**src/hw/clk_gen_pkg.sv**
```systemverilog
package clk_gen_pkg;

  // ---------------------------------------------------------------
  // I/O ports and register indexes
  // ---------------------------------------------------------------
  localparam logic [15:0] IDX_PORT   = 16'h00EC;
  localparam logic [15:0] DATA_PORT  = 16'h00ED;
  localparam logic [15:0] SLOW_PORT  = 16'h00F4;
  localparam logic [15:0] FULL_PORT  = 16'h00F5;
  localparam logic [7:0]  IDX_SPEED_REF = 8'h05;
  localparam logic [7:0]  IDX_CLK_CFG   = 8'h06;
  localparam logic [7:0]  IDX_MISC      = 8'h07;
  localparam logic [7:0]  IDX_FAST_BASE = 8'h0B;

  // ---------------------------------------------------------------
  // Field positions and reset values
  // ---------------------------------------------------------------
  localparam int FAST_EN_BIT    = 7;
  localparam int CPU_DIV_LO     = 5;
  localparam int FAST_DIV_LO    = 3;
  localparam int SENSE_BIT      = 2;
  localparam int SLOW_DIV_LO    = 0;
  localparam int SPEED_SW_BIT   = 4;
  localparam int SOFT_SPEED_BIT = 7;
  localparam logic [7:0] CLK_CFG_RST   = 8'h1B;
  localparam logic [7:0] SPEED_REF_RST = 8'h00;
  localparam logic [7:0] MISC_RST      = 8'h00;
  localparam logic [7:0] FAST_BASE_RST = 8'h00;
  localparam int REGION_LO = 16;
  localparam logic [31:0] REGION_ZERO_MASK = 32'hA300_0000;

  // ---------------------------------------------------------------
  // Divider half periods, in source rising edges
  // ---------------------------------------------------------------
  typedef logic [2:0] half_t;
  localparam half_t HALF_DIV2  = 3'h1;
  localparam half_t HALF_DIV4  = 3'h2;
  localparam half_t HALF_DIV6  = 3'h3;
  localparam half_t HALF_DIV8  = 3'h4;
  localparam half_t HALF_DIV12 = 3'h6;

  typedef enum logic {MODE_FULL = 1'b0, MODE_SLOW = 1'b1} cpu_mode_t;

  // ---------------------------------------------------------------
  // Timing
  // ---------------------------------------------------------------
  localparam int CLK_PERIOD_NS    = 10;
  localparam int CPU_RESET_NS     = 1000000;
  localparam int CPU_RESET_CYCLES =
    (CPU_RESET_NS + CLK_PERIOD_NS - 1) / CLK_PERIOD_NS;

  function automatic half_t div_2to8(input logic [1:0] code);
    case (code)
      2'h0:    return HALF_DIV2;
      2'h1:    return HALF_DIV4;
      2'h2:    return HALF_DIV6;
      default: return HALF_DIV8;
    endcase
  endfunction

  function automatic half_t div_4to12(input logic [1:0] code);
    case (code)
      2'h0:    return HALF_DIV4;
      2'h1:    return HALF_DIV6;
      2'h2:    return HALF_DIV8;
      default: return HALF_DIV12;
    endcase
  endfunction

endpackage

```
**src/hw/div_if.sv**
```systemverilog
interface div_if;
  logic                 src_rise;
  clk_gen_pkg::half_t   half_count;
  logic                 clk_out;
  modport core (input src_rise, input half_count, output clk_out);
  modport ctl  (output src_rise, output half_count, input clk_out);
endinterface

```
**src/hw/edge_divider.sv**
```systemverilog
module edge_divider (
  input  wire logic sys_clk_i,
  input  wire logic sys_rst_i,
  div_if.core       link
);

  clk_gen_pkg::half_t cnt_q, cnt_d;
  clk_gen_pkg::half_t half_q, half_d;
  logic               out_q, out_d;

  // ---------------------------------------------------------------
  // Toggle every half period; new divisor only at a toggle
  // ---------------------------------------------------------------
  always_comb
  begin
    cnt_d  = cnt_q;
    half_d = half_q;
    out_d  = out_q;
    if (link.src_rise)
    begin
      if (cnt_q + 3'h1 >= half_q)
      begin
        cnt_d  = '0;
        out_d  = ~out_q;
        half_d = link.half_count;  // see [RULE25]
      end
      else
      begin
        cnt_d = cnt_q + 3'h1;
      end
    end
  end

  always_ff @(posedge sys_clk_i)
  begin
    if (sys_rst_i)
    begin
      cnt_q  <= '0;
      half_q <= clk_gen_pkg::HALF_DIV2;
      out_q  <= 1'b0;
    end
    else
    begin
      cnt_q  <= cnt_d;
      half_q <= half_d;
      out_q  <= out_d;
    end
  end

  assign link.clk_out = out_q;
endmodule

```
**src/hw/cpu_isa_clock_gen.sv**
```systemverilog
// Overview of operation
// [RULE1] After reset the CPU clock is the double-rate crystal divided by two.
// [RULE2] The 14.318 MHz OSC input divided by twelve gives the timer tick.
// [RULE3] With a bus oscillator fitted, SYSCLK always comes from it.
// [RULE4] With bus oscillator, sense bit 0 picks slow divider, 1 fast.
// [RULE5] Enabled fast-region hit forces the fast divider regardless of sense.
// [RULE6] Bus-oscillator slow field codes 00..11 divide by 2, 4, 6, 8.
// [RULE7] Fast field codes 00..11 divide by 2, 4, 6, 8 in both modes.
// [RULE8] Without bus oscillator, SYSCLK comes from the double-rate crystal.
// [RULE9] Without oscillator, board drives the pin low for slow, high fast.
// [RULE10] Without oscillator, sense bit ignores writes and reads the pin.
// [RULE11] Crystal-mode slow field codes 00..11 divide by 4, 6, 8, 12.
// [RULE12] Region hit needs A23-A16 equal base and A31,A29,A25,A24 zero.
// [RULE13] Bus-master and DMA accesses never force the fast divider.
// [RULE14] Reset sets fast and slow divider fields to 11.
// [RULE15] With bus oscillator, reset clears the sense bit.
// [RULE16] Reset clears the region enable and the region base register.
// [RULE17] Port F4h write with soft speed bit 0 enters slow CPU mode.
// [RULE18] Port F5h write returns the CPU clock to crystal divided by two.
// [RULE19] Each CPU frequency change issues a 1 ms CPU-only reset first.
// [RULE20] With CPU divider 00, F4h and F5h writes cause no reset.
// [RULE21] Speed switch pin leaves clock alone, reads at bit 4.
// [RULE22] Slot clock stays crystal divided by two in every mode.
// [RULE23] CPU divider field resets to 00, full speed.
// [RULE24] Bus oscillator presence is a strap caught after reset.
// [RULE25] Divider changes take effect only at clock boundaries.
module cpu_isa_clock_gen #(
  parameter int unsigned CPU_RESET_CYCLES = clk_gen_pkg::CPU_RESET_CYCLES
) (
  input  wire logic        sys_clk_i,
  input  wire logic        sys_rst_i,
  input  wire logic        cpu_double_rate_crystal_i,
  input  wire logic        bus_oscillator_in_i,
  input  wire logic        osc_i,
  input  wire logic        bus_osc_present_i,
  input  wire logic        speed_switch_i,
  input  wire logic [15:0] io_addr_i,
  input  wire logic [7:0]  io_wdata_i,
  input  wire logic        io_wr_i,
  input  wire logic        io_rd_i,
  output logic      [7:0]  io_rdata_o,
  output logic             io_ack_o,
  input  wire logic        mem_access_i,
  input  wire logic [31:0] mem_addr_i,
  input  wire logic        master_or_dma_i,
  output logic             cpu_clk_o,
  output logic             cpu_reset_o,
  output logic             isa_sysclk_o,
  output logic             slot_clk_o,
  output logic             timer_tick_o
);

  localparam int RST_W = $clog2(CPU_RESET_CYCLES + 1);
  localparam int N_PIN = 5;
  localparam int P_XTAL = 0;
  localparam int P_BOSC = 1;
  localparam int P_OSC  = 2;
  localparam int P_STRAP = 3;
  localparam int P_SPEED = 4;

  // ---------------------------------------------------------------
  // Pin synchronisers and edge detect
  // ---------------------------------------------------------------
  logic [N_PIN-1:0] meta_q, meta_d, sync_q, sync_d, last_q, last_d;
  logic [N_PIN-1:0] rise;

  always_comb
  begin
    meta_d = {speed_switch_i, bus_osc_present_i, osc_i,
              bus_oscillator_in_i, cpu_double_rate_crystal_i};
    sync_d = meta_q;
    last_d = sync_q;
  end

  always_ff @(posedge sys_clk_i)
  begin
    if (sys_rst_i)
    begin
      meta_q <= '0;
      sync_q <= '0;
      last_q <= '0;
    end
    else
    begin
      meta_q <= meta_d;
      sync_q <= sync_d;
      last_q <= last_d;
    end
  end

  assign rise = sync_q & ~last_q;

  // ---------------------------------------------------------------
  // Bus oscillator presence strap
  // ---------------------------------------------------------------
  logic [1:0] strap_cnt_q, strap_cnt_d;
  logic       present_q, present_d;

  always_comb
  begin
    strap_cnt_d = strap_cnt_q;
    present_d   = present_q;
    if (strap_cnt_q != 2'h3)
    begin
      strap_cnt_d = strap_cnt_q + 2'h1;
      present_d   = sync_q[P_STRAP];  // see [RULE24]
    end
  end

  always_ff @(posedge sys_clk_i)
  begin
    if (sys_rst_i)
    begin
      strap_cnt_q <= '0;
      present_q   <= 1'b0;
    end
    else
    begin
      strap_cnt_q <= strap_cnt_d;
      present_q   <= present_d;
    end
  end

  // ---------------------------------------------------------------
  // Register file, CPU mode and CPU-only reset
  // ---------------------------------------------------------------
  logic [7:0]       idx_q, idx_d;
  logic [7:0]       cfg_q, cfg_d;
  logic [7:0]       spd_q, spd_d;
  logic [7:0]       misc_q, misc_d;
  logic [7:0]       base_q, base_d;
  logic [7:0]       rdata_q, rdata_d;
  logic             ack_q, ack_d;
  clk_gen_pkg::cpu_mode_t mode_q, mode_d;
  logic [RST_W-1:0] rst_cnt_q, rst_cnt_d;
  logic             cpu_rst_q, cpu_rst_d;
  logic [1:0]       cpu_div;
  logic             sense_eff, change;
  logic             wr_data, wr_slow, wr_full;

  assign cpu_div = cfg_q[clk_gen_pkg::CPU_DIV_LO +: 2];
  assign sense_eff = present_q ? cfg_q[clk_gen_pkg::SENSE_BIT]
                               : sync_q[P_BOSC];  // see [RULE10]
  assign wr_data = io_wr_i && (io_addr_i == clk_gen_pkg::DATA_PORT);
  assign wr_slow = io_wr_i && (io_addr_i == clk_gen_pkg::SLOW_PORT);
  assign wr_full = io_wr_i && (io_addr_i == clk_gen_pkg::FULL_PORT);

  always_comb
  begin
    idx_d   = idx_q;
    cfg_d   = cfg_q;
    spd_d   = spd_q;
    misc_d  = misc_q;
    base_d  = base_q;
    mode_d  = mode_q;
    rdata_d = rdata_q;
    ack_d   = io_wr_i || io_rd_i;
    change  = 1'b0;
    if (io_wr_i && (io_addr_i == clk_gen_pkg::IDX_PORT))
    begin
      idx_d = io_wdata_i;
    end
    else if (wr_data && (idx_q == clk_gen_pkg::IDX_CLK_CFG))
    begin
      cfg_d = io_wdata_i;
      if (!present_q)
      begin
        cfg_d[clk_gen_pkg::SENSE_BIT] =
          cfg_q[clk_gen_pkg::SENSE_BIT];  // see [RULE10]
      end
      change = (mode_q == clk_gen_pkg::MODE_SLOW) &&
               (io_wdata_i[clk_gen_pkg::CPU_DIV_LO +: 2] !=
                cpu_div);  // see [RULE19]
    end
    else if (wr_data && (idx_q == clk_gen_pkg::IDX_SPEED_REF))
    begin
      spd_d = io_wdata_i;
    end
    else if (wr_data && (idx_q == clk_gen_pkg::IDX_MISC))
    begin
      misc_d = io_wdata_i;
    end
    else if (wr_data && (idx_q == clk_gen_pkg::IDX_FAST_BASE))
    begin
      base_d = io_wdata_i;
    end
    else if (wr_slow && !misc_q[clk_gen_pkg::SOFT_SPEED_BIT])
    begin
      mode_d = clk_gen_pkg::MODE_SLOW;  // see [RULE17]
      change = (mode_q == clk_gen_pkg::MODE_FULL) &&
               (cpu_div != 2'h0);  // see [RULE20]
    end
    else if (wr_full)
    begin
      mode_d = clk_gen_pkg::MODE_FULL;  // see [RULE18]
      change = (mode_q == clk_gen_pkg::MODE_SLOW) &&
               (cpu_div != 2'h0);  // see [RULE20]
    end
    if (io_rd_i && (io_addr_i == clk_gen_pkg::IDX_PORT))
    begin
      rdata_d = idx_q;
    end
    else if (io_rd_i && (io_addr_i == clk_gen_pkg::DATA_PORT))
    begin
      if (idx_q == clk_gen_pkg::IDX_CLK_CFG)
      begin
        rdata_d = cfg_q;
        rdata_d[clk_gen_pkg::SENSE_BIT] = sense_eff;
      end
      else if (idx_q == clk_gen_pkg::IDX_SPEED_REF)
      begin
        rdata_d = spd_q;
        rdata_d[clk_gen_pkg::SPEED_SW_BIT] =
          sync_q[P_SPEED];  // see [RULE21]
      end
      else if (idx_q == clk_gen_pkg::IDX_MISC)
      begin
        rdata_d = misc_q;
      end
      else if (idx_q == clk_gen_pkg::IDX_FAST_BASE)
      begin
        rdata_d = base_q;
      end
      else
      begin
        rdata_d = '0;
      end
    end
    else if (io_rd_i)
    begin
      rdata_d = '0;
    end
    // Reset begins at the acknowledge edge, before the divider moves
    if (change)
    begin
      rst_cnt_d = RST_W'(CPU_RESET_CYCLES);  // see [RULE19]
    end
    else if (rst_cnt_q != '0)
    begin
      rst_cnt_d = rst_cnt_q - RST_W'(1);
    end
    else
    begin
      rst_cnt_d = rst_cnt_q;
    end
    cpu_rst_d = (rst_cnt_d != '0);
  end

  always_ff @(posedge sys_clk_i)
  begin
    if (sys_rst_i)
    begin
      idx_q     <= '0;
      cfg_q     <= clk_gen_pkg::CLK_CFG_RST;  // see [RULE14] [RULE15] [RULE16] [RULE23]
      spd_q     <= clk_gen_pkg::SPEED_REF_RST;
      misc_q    <= clk_gen_pkg::MISC_RST;
      base_q    <= clk_gen_pkg::FAST_BASE_RST;  // see [RULE16]
      mode_q    <= clk_gen_pkg::MODE_FULL;  // see [RULE1]
      rdata_q   <= '0;
      ack_q     <= 1'b0;
      rst_cnt_q <= '0;
      cpu_rst_q <= 1'b0;
    end
    else
    begin
      idx_q     <= idx_d;
      cfg_q     <= cfg_d;
      spd_q     <= spd_d;
      misc_q    <= misc_d;
      base_q    <= base_d;
      mode_q    <= mode_d;
      rdata_q   <= rdata_d;
      ack_q     <= ack_d;
      rst_cnt_q <= rst_cnt_d;
      cpu_rst_q <= cpu_rst_d;
    end
  end

  assign io_rdata_o  = rdata_q;
  assign io_ack_o    = ack_q;
  assign cpu_reset_o = cpu_rst_q;

  // ---------------------------------------------------------------
  // Divider selection
  // ---------------------------------------------------------------
  logic               region_hit, fast_sel;
  clk_gen_pkg::half_t sys_half, cpu_half;

  assign region_hit = mem_access_i && !master_or_dma_i  // see [RULE13]
    && cfg_q[clk_gen_pkg::FAST_EN_BIT]
    && (mem_addr_i[clk_gen_pkg::REGION_LO +: 8] == base_q)  // see [RULE12]
    && ((mem_addr_i & clk_gen_pkg::REGION_ZERO_MASK) == '0);
  assign fast_sel = region_hit || sense_eff;  // see [RULE4] [RULE5]

  always_comb
  begin
    if (fast_sel)
    begin
      sys_half = clk_gen_pkg::div_2to8(
        cfg_q[clk_gen_pkg::FAST_DIV_LO +: 2]);  // see [RULE7]
    end
    else if (present_q)
    begin
      sys_half = clk_gen_pkg::div_2to8(
        cfg_q[clk_gen_pkg::SLOW_DIV_LO +: 2]);  // see [RULE6]
    end
    else
    begin
      sys_half = clk_gen_pkg::div_4to12(
        cfg_q[clk_gen_pkg::SLOW_DIV_LO +: 2]);  // see [RULE11]
    end
    if (mode_q == clk_gen_pkg::MODE_SLOW)
    begin
      cpu_half = clk_gen_pkg::div_2to8(cpu_div);  // see [RULE17]
    end
    else
    begin
      cpu_half = clk_gen_pkg::HALF_DIV2;  // see [RULE1] [RULE18]
    end
  end

  // ---------------------------------------------------------------
  // Divided clocks
  // ---------------------------------------------------------------
  div_if cpu_link ();
  div_if sys_link ();
  div_if slot_link ();
  div_if tick_link ();

  assign cpu_link.src_rise    = rise[P_XTAL];
  assign cpu_link.half_count  = cpu_half;
  assign sys_link.src_rise    = present_q ? rise[P_BOSC]  // see [RULE3]
                                          : rise[P_XTAL];  // see [RULE8]
  assign sys_link.half_count  = sys_half;
  assign slot_link.src_rise   = rise[P_XTAL];
  assign slot_link.half_count = clk_gen_pkg::HALF_DIV2;  // see [RULE22]
  assign tick_link.src_rise   = rise[P_OSC];
  assign tick_link.half_count = clk_gen_pkg::HALF_DIV12;  // see [RULE2]

  edge_divider u_cpu  (.sys_clk_i(sys_clk_i), .sys_rst_i(sys_rst_i),
                       .link(cpu_link.core));
  edge_divider u_sys  (.sys_clk_i(sys_clk_i), .sys_rst_i(sys_rst_i),
                       .link(sys_link.core));
  edge_divider u_slot (.sys_clk_i(sys_clk_i), .sys_rst_i(sys_rst_i),
                       .link(slot_link.core));
  edge_divider u_tick (.sys_clk_i(sys_clk_i), .sys_rst_i(sys_rst_i),
                       .link(tick_link.core));

  assign cpu_clk_o    = cpu_link.clk_out;
  assign isa_sysclk_o = sys_link.clk_out;
  assign slot_clk_o   = slot_link.clk_out;
  assign timer_tick_o = tick_link.clk_out;
endmodule

```
**config.mk**
```make
export PLATFORM = sky130hd
export DESIGN_NAME = cpu_isa_clock_gen
export DESIGN_NICKNAME = d
export VERILOG_FILES = /design/src/hw/clk_gen_pkg.sv /design/src/hw/div_if.sv /design/src/hw/edge_divider.sv /design/src/hw/cpu_isa_clock_gen.sv
export SDC_FILE = /design/constraint.sdc
export NUM_CORES = 1
export LEC_CHECK = 0
export BUFFER_PORTS_ARGS = -buffer_cell sky130_fd_sc_hd__buf_4
export CORE_UTILIZATION = 45
export DETAILED_ROUTE_END_ITERATION = 12
export PLACE_DENSITY = 0.7
export SKIP_LAST_GASP = 1
export SYNTH_ARGS = -nofsm -noshare
export SYNTH_HDL_FRONTEND = slang
export SYNTH_HIERARCHICAL = 1
export SYNTH_SLANG_ARGS = --single-unit
```
**constraint.sdc**
```tcl
create_clock -name sys_clk_i -period 6 [get_ports sys_clk_i]
set_clock_uncertainty 0.1 [all_clocks]
set_input_delay 0 -clock sys_clk_i [delete_from_list [all_inputs] [get_ports sys_clk_i]]
set_output_delay 0 -clock sys_clk_i [all_outputs]
set_load 0.05 [all_outputs]
```
---- Word-level counts from Yosys, hierarchy flattened ----
Index checks and enable logic that the tools add are counted.
operators by class
  $add $sub $neg .......................... 6
  $mul .................................... 0
  div/mod/pow operators ................... 0
  order comparisons ....................... 4
  eq/ne operators ......................... 17
  shift-type cells ........................ 0
  mux-type cells .......................... 31
  bitwise logic cells ..................... 12
  reductions and logical operators ........ 41
operator list
  cell                                                  number
  equality test 16 x 8 -> 1 bit, second input constant  4
  2-to-1 mux 8 bit                                      7
  case mux 3 bit (3 select lines)                       4
  2-to-1 mux 17 bit                                     2
  nonzero test 17 bit                                   2
  zero test 32 bit                                      1
  equality test 8 x 3 -> 1 bit, second input constant   3
  2-to-1 mux 3 bit                                      7
  logical AND 1 bit                                     18
  subtractor 17 x 1 -> 17 bit, second input constant    1
  adder 3 x 1 -> 3 bit, second input constant           4
  2-to-1 mux 1 bit                                      11
  inverter 1 bit                                        10
  AND reduction 2 bit                                   5
  >= comparator 3 bit                                   3
  equality test 8 x 4 -> 1 bit, second input constant   1
  equality test 8 bit                                   1
  equality test 2 x 1 -> 1 bit, second input constant   3
  equality test 2 bit, second input constant            3
  zero test 2 bit                                       3
  AND reduction 3 bit                                   2
  AND reduction 6 bit                                   1
  AND reduction 5 bit                                   1
  AND reduction 4 bit                                   1
  10 further kinds                                      13
word-level totals
  flip-flop bits (word level) ............. 108
  bits in latches ......................... 0
  memory bits (writable) .................. 0
  bits in read-only memories .............. 0
  input port bits ......................... 67
  word-level logic and storage cells ...... 138
  memories ................................ 0

---- Depth between registers and ports, before layout ----
Gate-level depths: netlist of the first run.
  depth after elaboration ................. 11
  gate-level depth with buffers ........... 8
  depth with buffers taken out ............ 7

---- Cells and area by module ----
Netlist of the first run, hierarchy kept.
by module, submodules not included
  module             times used  cells each  area each (um2)  seq. area each (um2)
  cpu_isa_clock_gen  1           460         4,057.6          1,661.6
  edge_divider       4           40          380.4            140.1

---- Least setup slack after synthesis of the first run ----
OpenSTA, ideal clock, no wires.
  path kind ............................... register to register
  start ................................... register rst_cnt_q[2]
  end ..................................... register rst_cnt_q[12]
  library setup time ...................... 115 ps
  arrival time ............................ 1,893 ps
  data required time ...................... 5,785 ps
  slack ................................... 3,892 ps
  stages on the path, launching flop included .. 8
  period minus slack after synthesis ...... 2,108 ps
  path through ............................ dfxtp_1 -> clkbuf_1 -> nor4_2 -> nand3b_1 -> or3_1 -> nor3_1 -> xnor2_1 -> nor2_1
between the ends
  longest elaborated chain between the ends .. 3
  elaborated cells on any way between the ends .. 4
  those cells by class .................... add/sub (1); mux (2); reduce/logical (1)
RTL lines
  what                                                                       RTL line                                            source
  start: declaration                                                         cpu_isa_clock_gen.sv:135                            logic [RST_W-1:0] rst_cnt_q, rst_cnt_d;
  start signal: assignment                                                   cpu_isa_clock_gen.sv:274                            rst_cnt_q <= rst_cnt_d;
  subtractor 17 x 1 -> 17 bit / nonzero test 17 bit (equally long branches)  cpu_isa_clock_gen.sv:240, cpu_isa_clock_gen.sv:238
  2-to-1 mux 17 bit (*)                                                      cpu_isa_clock_gen.sv:238                            else if (rst_cnt_q != '0)
  2-to-1 mux 17 bit (*)                                                      cpu_isa_clock_gen.sv:234                            if (change)
Mark *: on every way between the ends. The rest lies on a longest branch, timed or not.
A chain may end at the register's enable or synchronous reset.

---- Final worst setup path of the first run ----
  start ................................... register idx_q[0]
  end ..................................... register spd_q[2]
between the ends
  longest elaborated chain between the ends .. 4
  elaborated cells on any way between the ends .. 6
  those cells by class .................... eq/ne (2); bitwise (1); reduce/logical (3)
RTL lines
  what                               RTL line                  source
  start: declaration                 cpu_isa_clock_gen.sv:127  logic [7:0] idx_q, idx_d;
  start signal: assignment           cpu_isa_clock_gen.sv:266  idx_q <= idx_d;
  equality test 8 x 3 -> 1 bit       cpu_isa_clock_gen.sv:163  else if (wr_data && (idx_q == clk_gen_pkg::IDX_CLK_CFG))
  logical AND 1 bit                  cpu_isa_clock_gen.sv:163
  inverter 1 bit (no line)           -
  AND reduction 3 bit (no line) (*)  -
  end signal: assignment             cpu_isa_clock_gen.sv:255  spd_q <= clk_gen_pkg::SPEED_REF_RST;
  end signal: assignment             cpu_isa_clock_gen.sv:268  spd_q <= spd_d;
  end: declaration                   cpu_isa_clock_gen.sv:129  logic [7:0] spd_q, spd_d;
Marks and branches as above.

==> impl_metrics.tcl, run 1 <==
set metrics [dict create \
    viasPerCell 5.273 \
    area_growth_pct 18.59 \
    reg2reg_to "spd_q[2]" \
    synth_area_um2 5579 \
    dp_hpwl_mm 8.763 \
    yosysTopAreaCell "dfxtp_1" \
    final_antenna_net_count 0 \
    muxShareOfSynthArea_pct 7.199 \
    core_region_area_um2 12060 \
    worstHoldEndpoint "io_rdata_o[6]" \
    synth_xor_area_share_pct 3.925 \
    nFillCells 1075 \
    worst-r2r-setup-slack_ns 3.07 \
    seq_power_share_pct 43.0 \
    design_area_um2 6616 \
    synth-compound-area-share_pct 15.77 \
    grt_max_degree 106 \
    start_util_pct 46.26 \
    crit_fanout 16 \
    clk_pin_slew_worst_paths_ns 0.07 \
    cp-end-kind "flip-flop" \
    drt_pre_antenna_iters 5 \
    grt-ovfl-total 0 \
    final.setup.tns_ns 0 \
    final.min_clock_period_ns 2.926 \
    power.internal_w 0.001368 \
    clkPwrFrac_pct 28.9 \
    htreeDepth 3 \
    worst-endpoint-required_ns 6.09 \
    synth_warnings 6 \
    synth_area_leaders "dfxtp_1 (40%), mux2i_1 (7.0%), ha_1 (6.5%)" \
    cts_sinks 111 \
    cts_setup_buffers 0 \
    fin_hold_ws_ns 0.1849 \
    diodes 0 \
    synthAdderAreaFrac_pct 6.504 \
    worstHoldPathCells 5 \
    maxSlewHeadroom_pct 15.70 \
    grt_pass1_vias 4335 \
    p_comb_share_pct 28.1 \
    cts_tree "yes" \
    clock_latency_ns 0.34 \
    rows 40 \
    io_buffers 60 \
    worstPathArrival_ns 3.02 \
    synth_area_per_cell_um2 8.999 \
    async_flop_share_pct 0 \
    drtIter0Drc 299 \
    ys_ff_latch 111 \
    root_buffer "clkbuf_16" \
    maxCapViolCount 0 \
    switchingPower_w 0.0006487 \
    antenna_found_initial 0 \
    ir_drop_mv 0.2535 \
    cts_made_buffers 9 \
    wl_per_cell_um 14.44 \
    place.gp.congestion 0.8796 \
    die-area_um2 12850 \
    hold_viol_final 0 \
    setup_viol 0 \
    drv_slew 0 \
    worstRegToRegCells 4 \
    p_sw_share_pct 32.16 \
    ctsResizeCount 0 \
    worstReg2RegStart "idx_q[0]" \
    synthCells 620 \
    status "finished, final reports clean" \
    register_area_um2 2222 \
    synth_edf_count 0 \
    synth_top_family_by_area "simple AND/OR/NAND/NOR gates" \
    grt_pass1_wl_mm 20.66 \
    post-route-period-util_pct 48.77 \
    startpoint_type "flip-flop" \
    clk_path_buf_depth 2 \
    drt-total-wl_mm 12.44 \
    via_count 4540 \
    grtUsageTotal_pct 20.23 \
    path_class "flip-flop to flip-flop" \
    drc 0 \
    ys.flop_type "dfxtp_1" \
    synth.distinct_cells 56 \
    ios 81 \
    synth-simple-area-share_pct 23.03 \
    post-synth-top-count-cell "dfxtp_1" \
    powerDensity_nw_per_um2 304.8 \
    post_route_cells_drive_above_1_share_pct 13.71 \
    post_dp_cell_area_um2 6143 \
    synth_top_area_share_pct 39.83 \
    worstMarginPinSlew_ns 1.248 \
    nNetsFinal 784 \
    hp-class "input pin to flip-flop" \
    yosysSeqAreaShare_pct 39.83 \
    synth_common_cells "dfxtp_1 (111), nor2_1 (74), a21oi_1 (43)" \
    rsz0062_at_grt "no" \
    multi_input_area_um2 3171 \
    die_y_um 113.3 \
    max_freq_mhz 341.8 \
    leakage_nw 2.519 \
    die_w_um 113.3 \
    hp-start "io_addr_i[4]" \
]
[routing by layer]
layer  vias up  GRT usage, %  wire length, um
met4         0         6.140              121
met3         8         3.910              726
li1       2319             -                -
met1      2112         25.82             5536
met5         -             0                0
met2       101         34.52             6051
[how the worst max path moves through the flow]
stage | start | to | cells after the start
after global placement | idx_q[0] | spd_q[3] | 4
final | idx_q[0] | spd_q[2] | 4
after CTS | idx_q[0] | spd_q[3] | 4
after detailed placement | idx_q[0] | spd_q[6] | 4
after global routing | idx_q[0] | spd_q[3] | 4
after floorplan | rst_cnt_q[2] | rst_cnt_q[12] | 7
[through the flow]
step                utilization (%)  setup slack, ns  cells  power (W)
floorplan                         -            3.892    624   0.001296
global placement              50.93            3.164    827   0.001410
detailed placement            50.93            3.116    827   0.001431
CTS                           54.85            3.108    861   0.002030
global route                  54.85            2.872    861   0.002141
finish                        54.85            3.074    861   0.002017
[worst max-delay path: stages, from the launching register on]
cell	delay, ns
dfxtp_1	0.76
nor4bb_1	1.05
and3_1	0.56
mux2i_1	0.24
nor2_1	0.06
[power groups by stage]
stage	Clock [W]	Sequential, W	Combinational (W)
after floorplan	0	0.000874	0.000422
after global placement	0	0.000877	0.000533
after detailed placement	0	0.000882	0.000549
after CTS	0.000600	0.000866	0.000564
after global routing	0.000632	0.000877	0.000632
final	0.000584	0.000867	0.000566
[timing repair]
action	CTS	global route
endpoints found under the hold margin	54	0
endpoints found under the setup margin	0	0
hold buffers	18	0
[final cells by class]
type,instances,area share (%)
multi-input cells,464,47.92
flip-flops and latches,111,33.59
repair buffers,78,9.531
clock buffers,13,4.085
well taps,168,3.177
inverters,24,1.362
clock inverters,3,0.3404
[registers in the layout (all words and copies together), names as in the netlist, 5 cells and up]
| name | flops |
|---|---|
| rst_cnt_q | 17 |
| base_q | 8 |
| cfg_q | 8 |
| idx_q | 8 |
| io_rdata_o | 8 |
| misc_q | 8 |
| spd_q | 7 |
| last_d | 5 |
| meta_q | 5 |
[cell families (layout without fill, tap and decap cells)]
group | Yosys count | in the layout
compound gates | 128 | 128
xor+xnor | 25 | 25
fa+ha+maj | 29 | 29
buf+inv | 49 | 118
flops | 111 | 111
mux | 40 | 40
other cells | 2 | 6
simple gates | 236 | 236
[layout by cell type, fill, tap and decap left out, drive strengths merged, types with 19 or more instances in the layout]
| master | netlist | final |
|---|---|---|
| nor2 | 78 | 78 |
| mux2i | 39 | 39 |
| a21oi | 43 | 43 |
| nand2 | 39 | 39 |
| xnor2 | 19 | 19 |
| buf | 8 | 60 |
| inv | 24 | 26 |
| dfxtp | 111 | 111 |
| ha | 29 | 29 |
No activity file was read; power rests on OpenSTA's default activity.
==> run 2: changes to the inputs <==
Settings changed: PLACE_DENSITY 0.7 to 0.73.
Clock period 6 ns to 2.5 ns, I/O delays scaled along.
==> run 2 against run 1 <==
Effect of this change:
- fmax grew 33%
- setup slack lost 2.8 ns
- hold slack lost 0.16 ns
- power grew 140%
- combinational power grew 150%
- final cell count grew 1.9%
- final area grew 2.0%
- flip-flop and latch count is the same
- sequential power grew 140%
- highest routed layer unchanged
==> impl_metrics.tcl, run 2 (synthesis results as in run 1) <==
set metrics [dict create \
    maxCapViolCount 0 \
    die-area_um2 12850 \
    dp_hpwl_mm 9.133 \
    io_buffers 60 \
    cts_sinks 111 \
    grt_pass1_wl_mm 21.23 \
    leakage_nw 2.597 \
    largest_reg_flops 17 \
    drt_pre_antenna_iters 4 \
    htreeDepth 3 \
    grtUsageTotal_pct 20.73 \
    cpLargestDelayFamily "simple AND/OR/NAND/NOR gates" \
    setup_viol 0 \
    crit_slowest_cell "nor4_1" \
    worstMarginPinSlew_ns 0.5418 \
    ir_drop_mv 0.4089 \
    via_count 4760 \
    worstPathCellList "nor4_1 > nand4b_1 > o311a_1 > a21oi_1 > and3_1 > a31oi_1" \
    drc 0 \
    start_util_pct 46.26 \
    drtIter0Drc 311 \
    grt-ovfl-total 0 \
    die_y_um 113.3 \
    layout_common_cells "dfxtp_1 (111), buf_4 (76), nor2_1 (74)" \
    powerDensity_nw_per_um2 723.8 \
    nNetsFinal 801 \
    max_freq_mhz 453.5 \
    rsz0062_at_grt "no" \
    area_growth_pct 21.01 \
    post_route_cells_drive_above_1_share_pct 15.66 \
    ios 81 \
    worstPathArrival_ns 2.33 \
    status "finished, final reports clean" \
    path_class "flip-flop to flip-flop" \
    cts_tree "yes" \
    post_dp_cell_area_um2 6284 \
    final.min_clock_period_ns 2.205 \
    antenna_found_initial 0 \
    final_common_cell "dfxtp_1" \
    place.gp.congestion 0.9119 \
    core_region_area_um2 12060 \
    final_antenna_net_count 0 \
    worst-endpoint-required_ns 2.63 \
    startpoint_type "flip-flop" \
    hp-class "input pin to flip-flop" \
    viasPerCell 5.428 \
    clk_pin_slew_worst_paths_ns 0.07 \
    drv_slew 0 \
    drt-total-wl_mm 12.86 \
    grt_max_degree 55 \
    post-route-period-util_pct 88.20 \
    crit_fanout 7 \
    hold_viol_final 0 \
    root_buffer "clkbuf_16" \
    cp-end-kind "flip-flop" \
    clk_path_buf_depth 2 \
    maxSlewHeadroom_pct 63.88 \
    design_area_um2 6751 \
    die_w_um 113.3 \
    cts_made_buffers 9 \
    regMostFlops "rst_cnt_q" \
    crit_path_max_incr_delay_ns 0.47 \
    rows 40 \
    diodes 0 \
    final.setup.tns_ns 0 \
    clock_latency_ns 0.35 \
    wl_per_cell_um 14.66 \
    worst-path-buf-inv 0 \
    grt_pass1_vias 4536 \
]
[run 2: what timing repair did]
item,in CTS,in global routing
setup buffers,0,0
hold endpoints to repair,54,0
gates resized for setup,0,0
hold buffers,18,0
[run 2: final timing paths]
kind / start / to / slack, ns / depth (start not counted)
setup / recovery: rst_cnt_q[10] / cpu_reset_o / 0.29 / 6
hold / removal: sys_rst_i / strap_cnt_q[1] / 0.02 / 2
setup reg to reg: rst_cnt_q[10] / cpu_reset_o / 0.29 / 6
hold reg to reg: meta_q[3] / last_d[3] / 0.34 / 1
[run 2: stage by stage]
stage | std cells | hold WS (ns) | worst slack [ns] | utilization (%) | power [W]
after floorplan | 624 | -0.03093 | 0.3920 | - | 0.003111
after global placement | 844 | 0.1169 | 0.1102 | 52.10 | 0.003410
after detailed placement | 844 | 0.1212 | 0.06967 | 52.10 | 0.003459
after CTS | 877 | 0.01216 | 0.3054 | 55.98 | 0.004914
after global routing | 877 | 0.04369 | 0.1505 | 55.98 | 0.005150
final | 877 | 0.02204 | 0.2949 | 55.98 | 0.004887
[run 2: layout make-up]
class / count / area (um2)
fill: 1059 / 5310
multi-input combinational: 464 / 3171
sequential: 111 / 2222
timing repair buffer: 95 / 770.7
clock buffer: 10 / 229.0
tap: 168 / 210.2
inverter: 24 / 90.09
clock inverter: 5 / 58.81
[run 2: per-layer routing]
metal | track usage [%] | share of wire [%] | vias to the layer above
li1 | - | - | 2358
met1 | 25.76 | 45 | 2271
met2 | 35.30 | 49 | 115
met3 | 5.463 | 4.8 | 16
met4 | 5.965 | 1.3 | 0
met5 | 0 | 0 | -
[run 2: where the power goes]
group          switching [W]  internal, W  leakage [nW]
sequential          0.000165      0.00192         0.903
combinational       0.000763     0.000626          1.56
clock               0.000643     0.000774         0.135
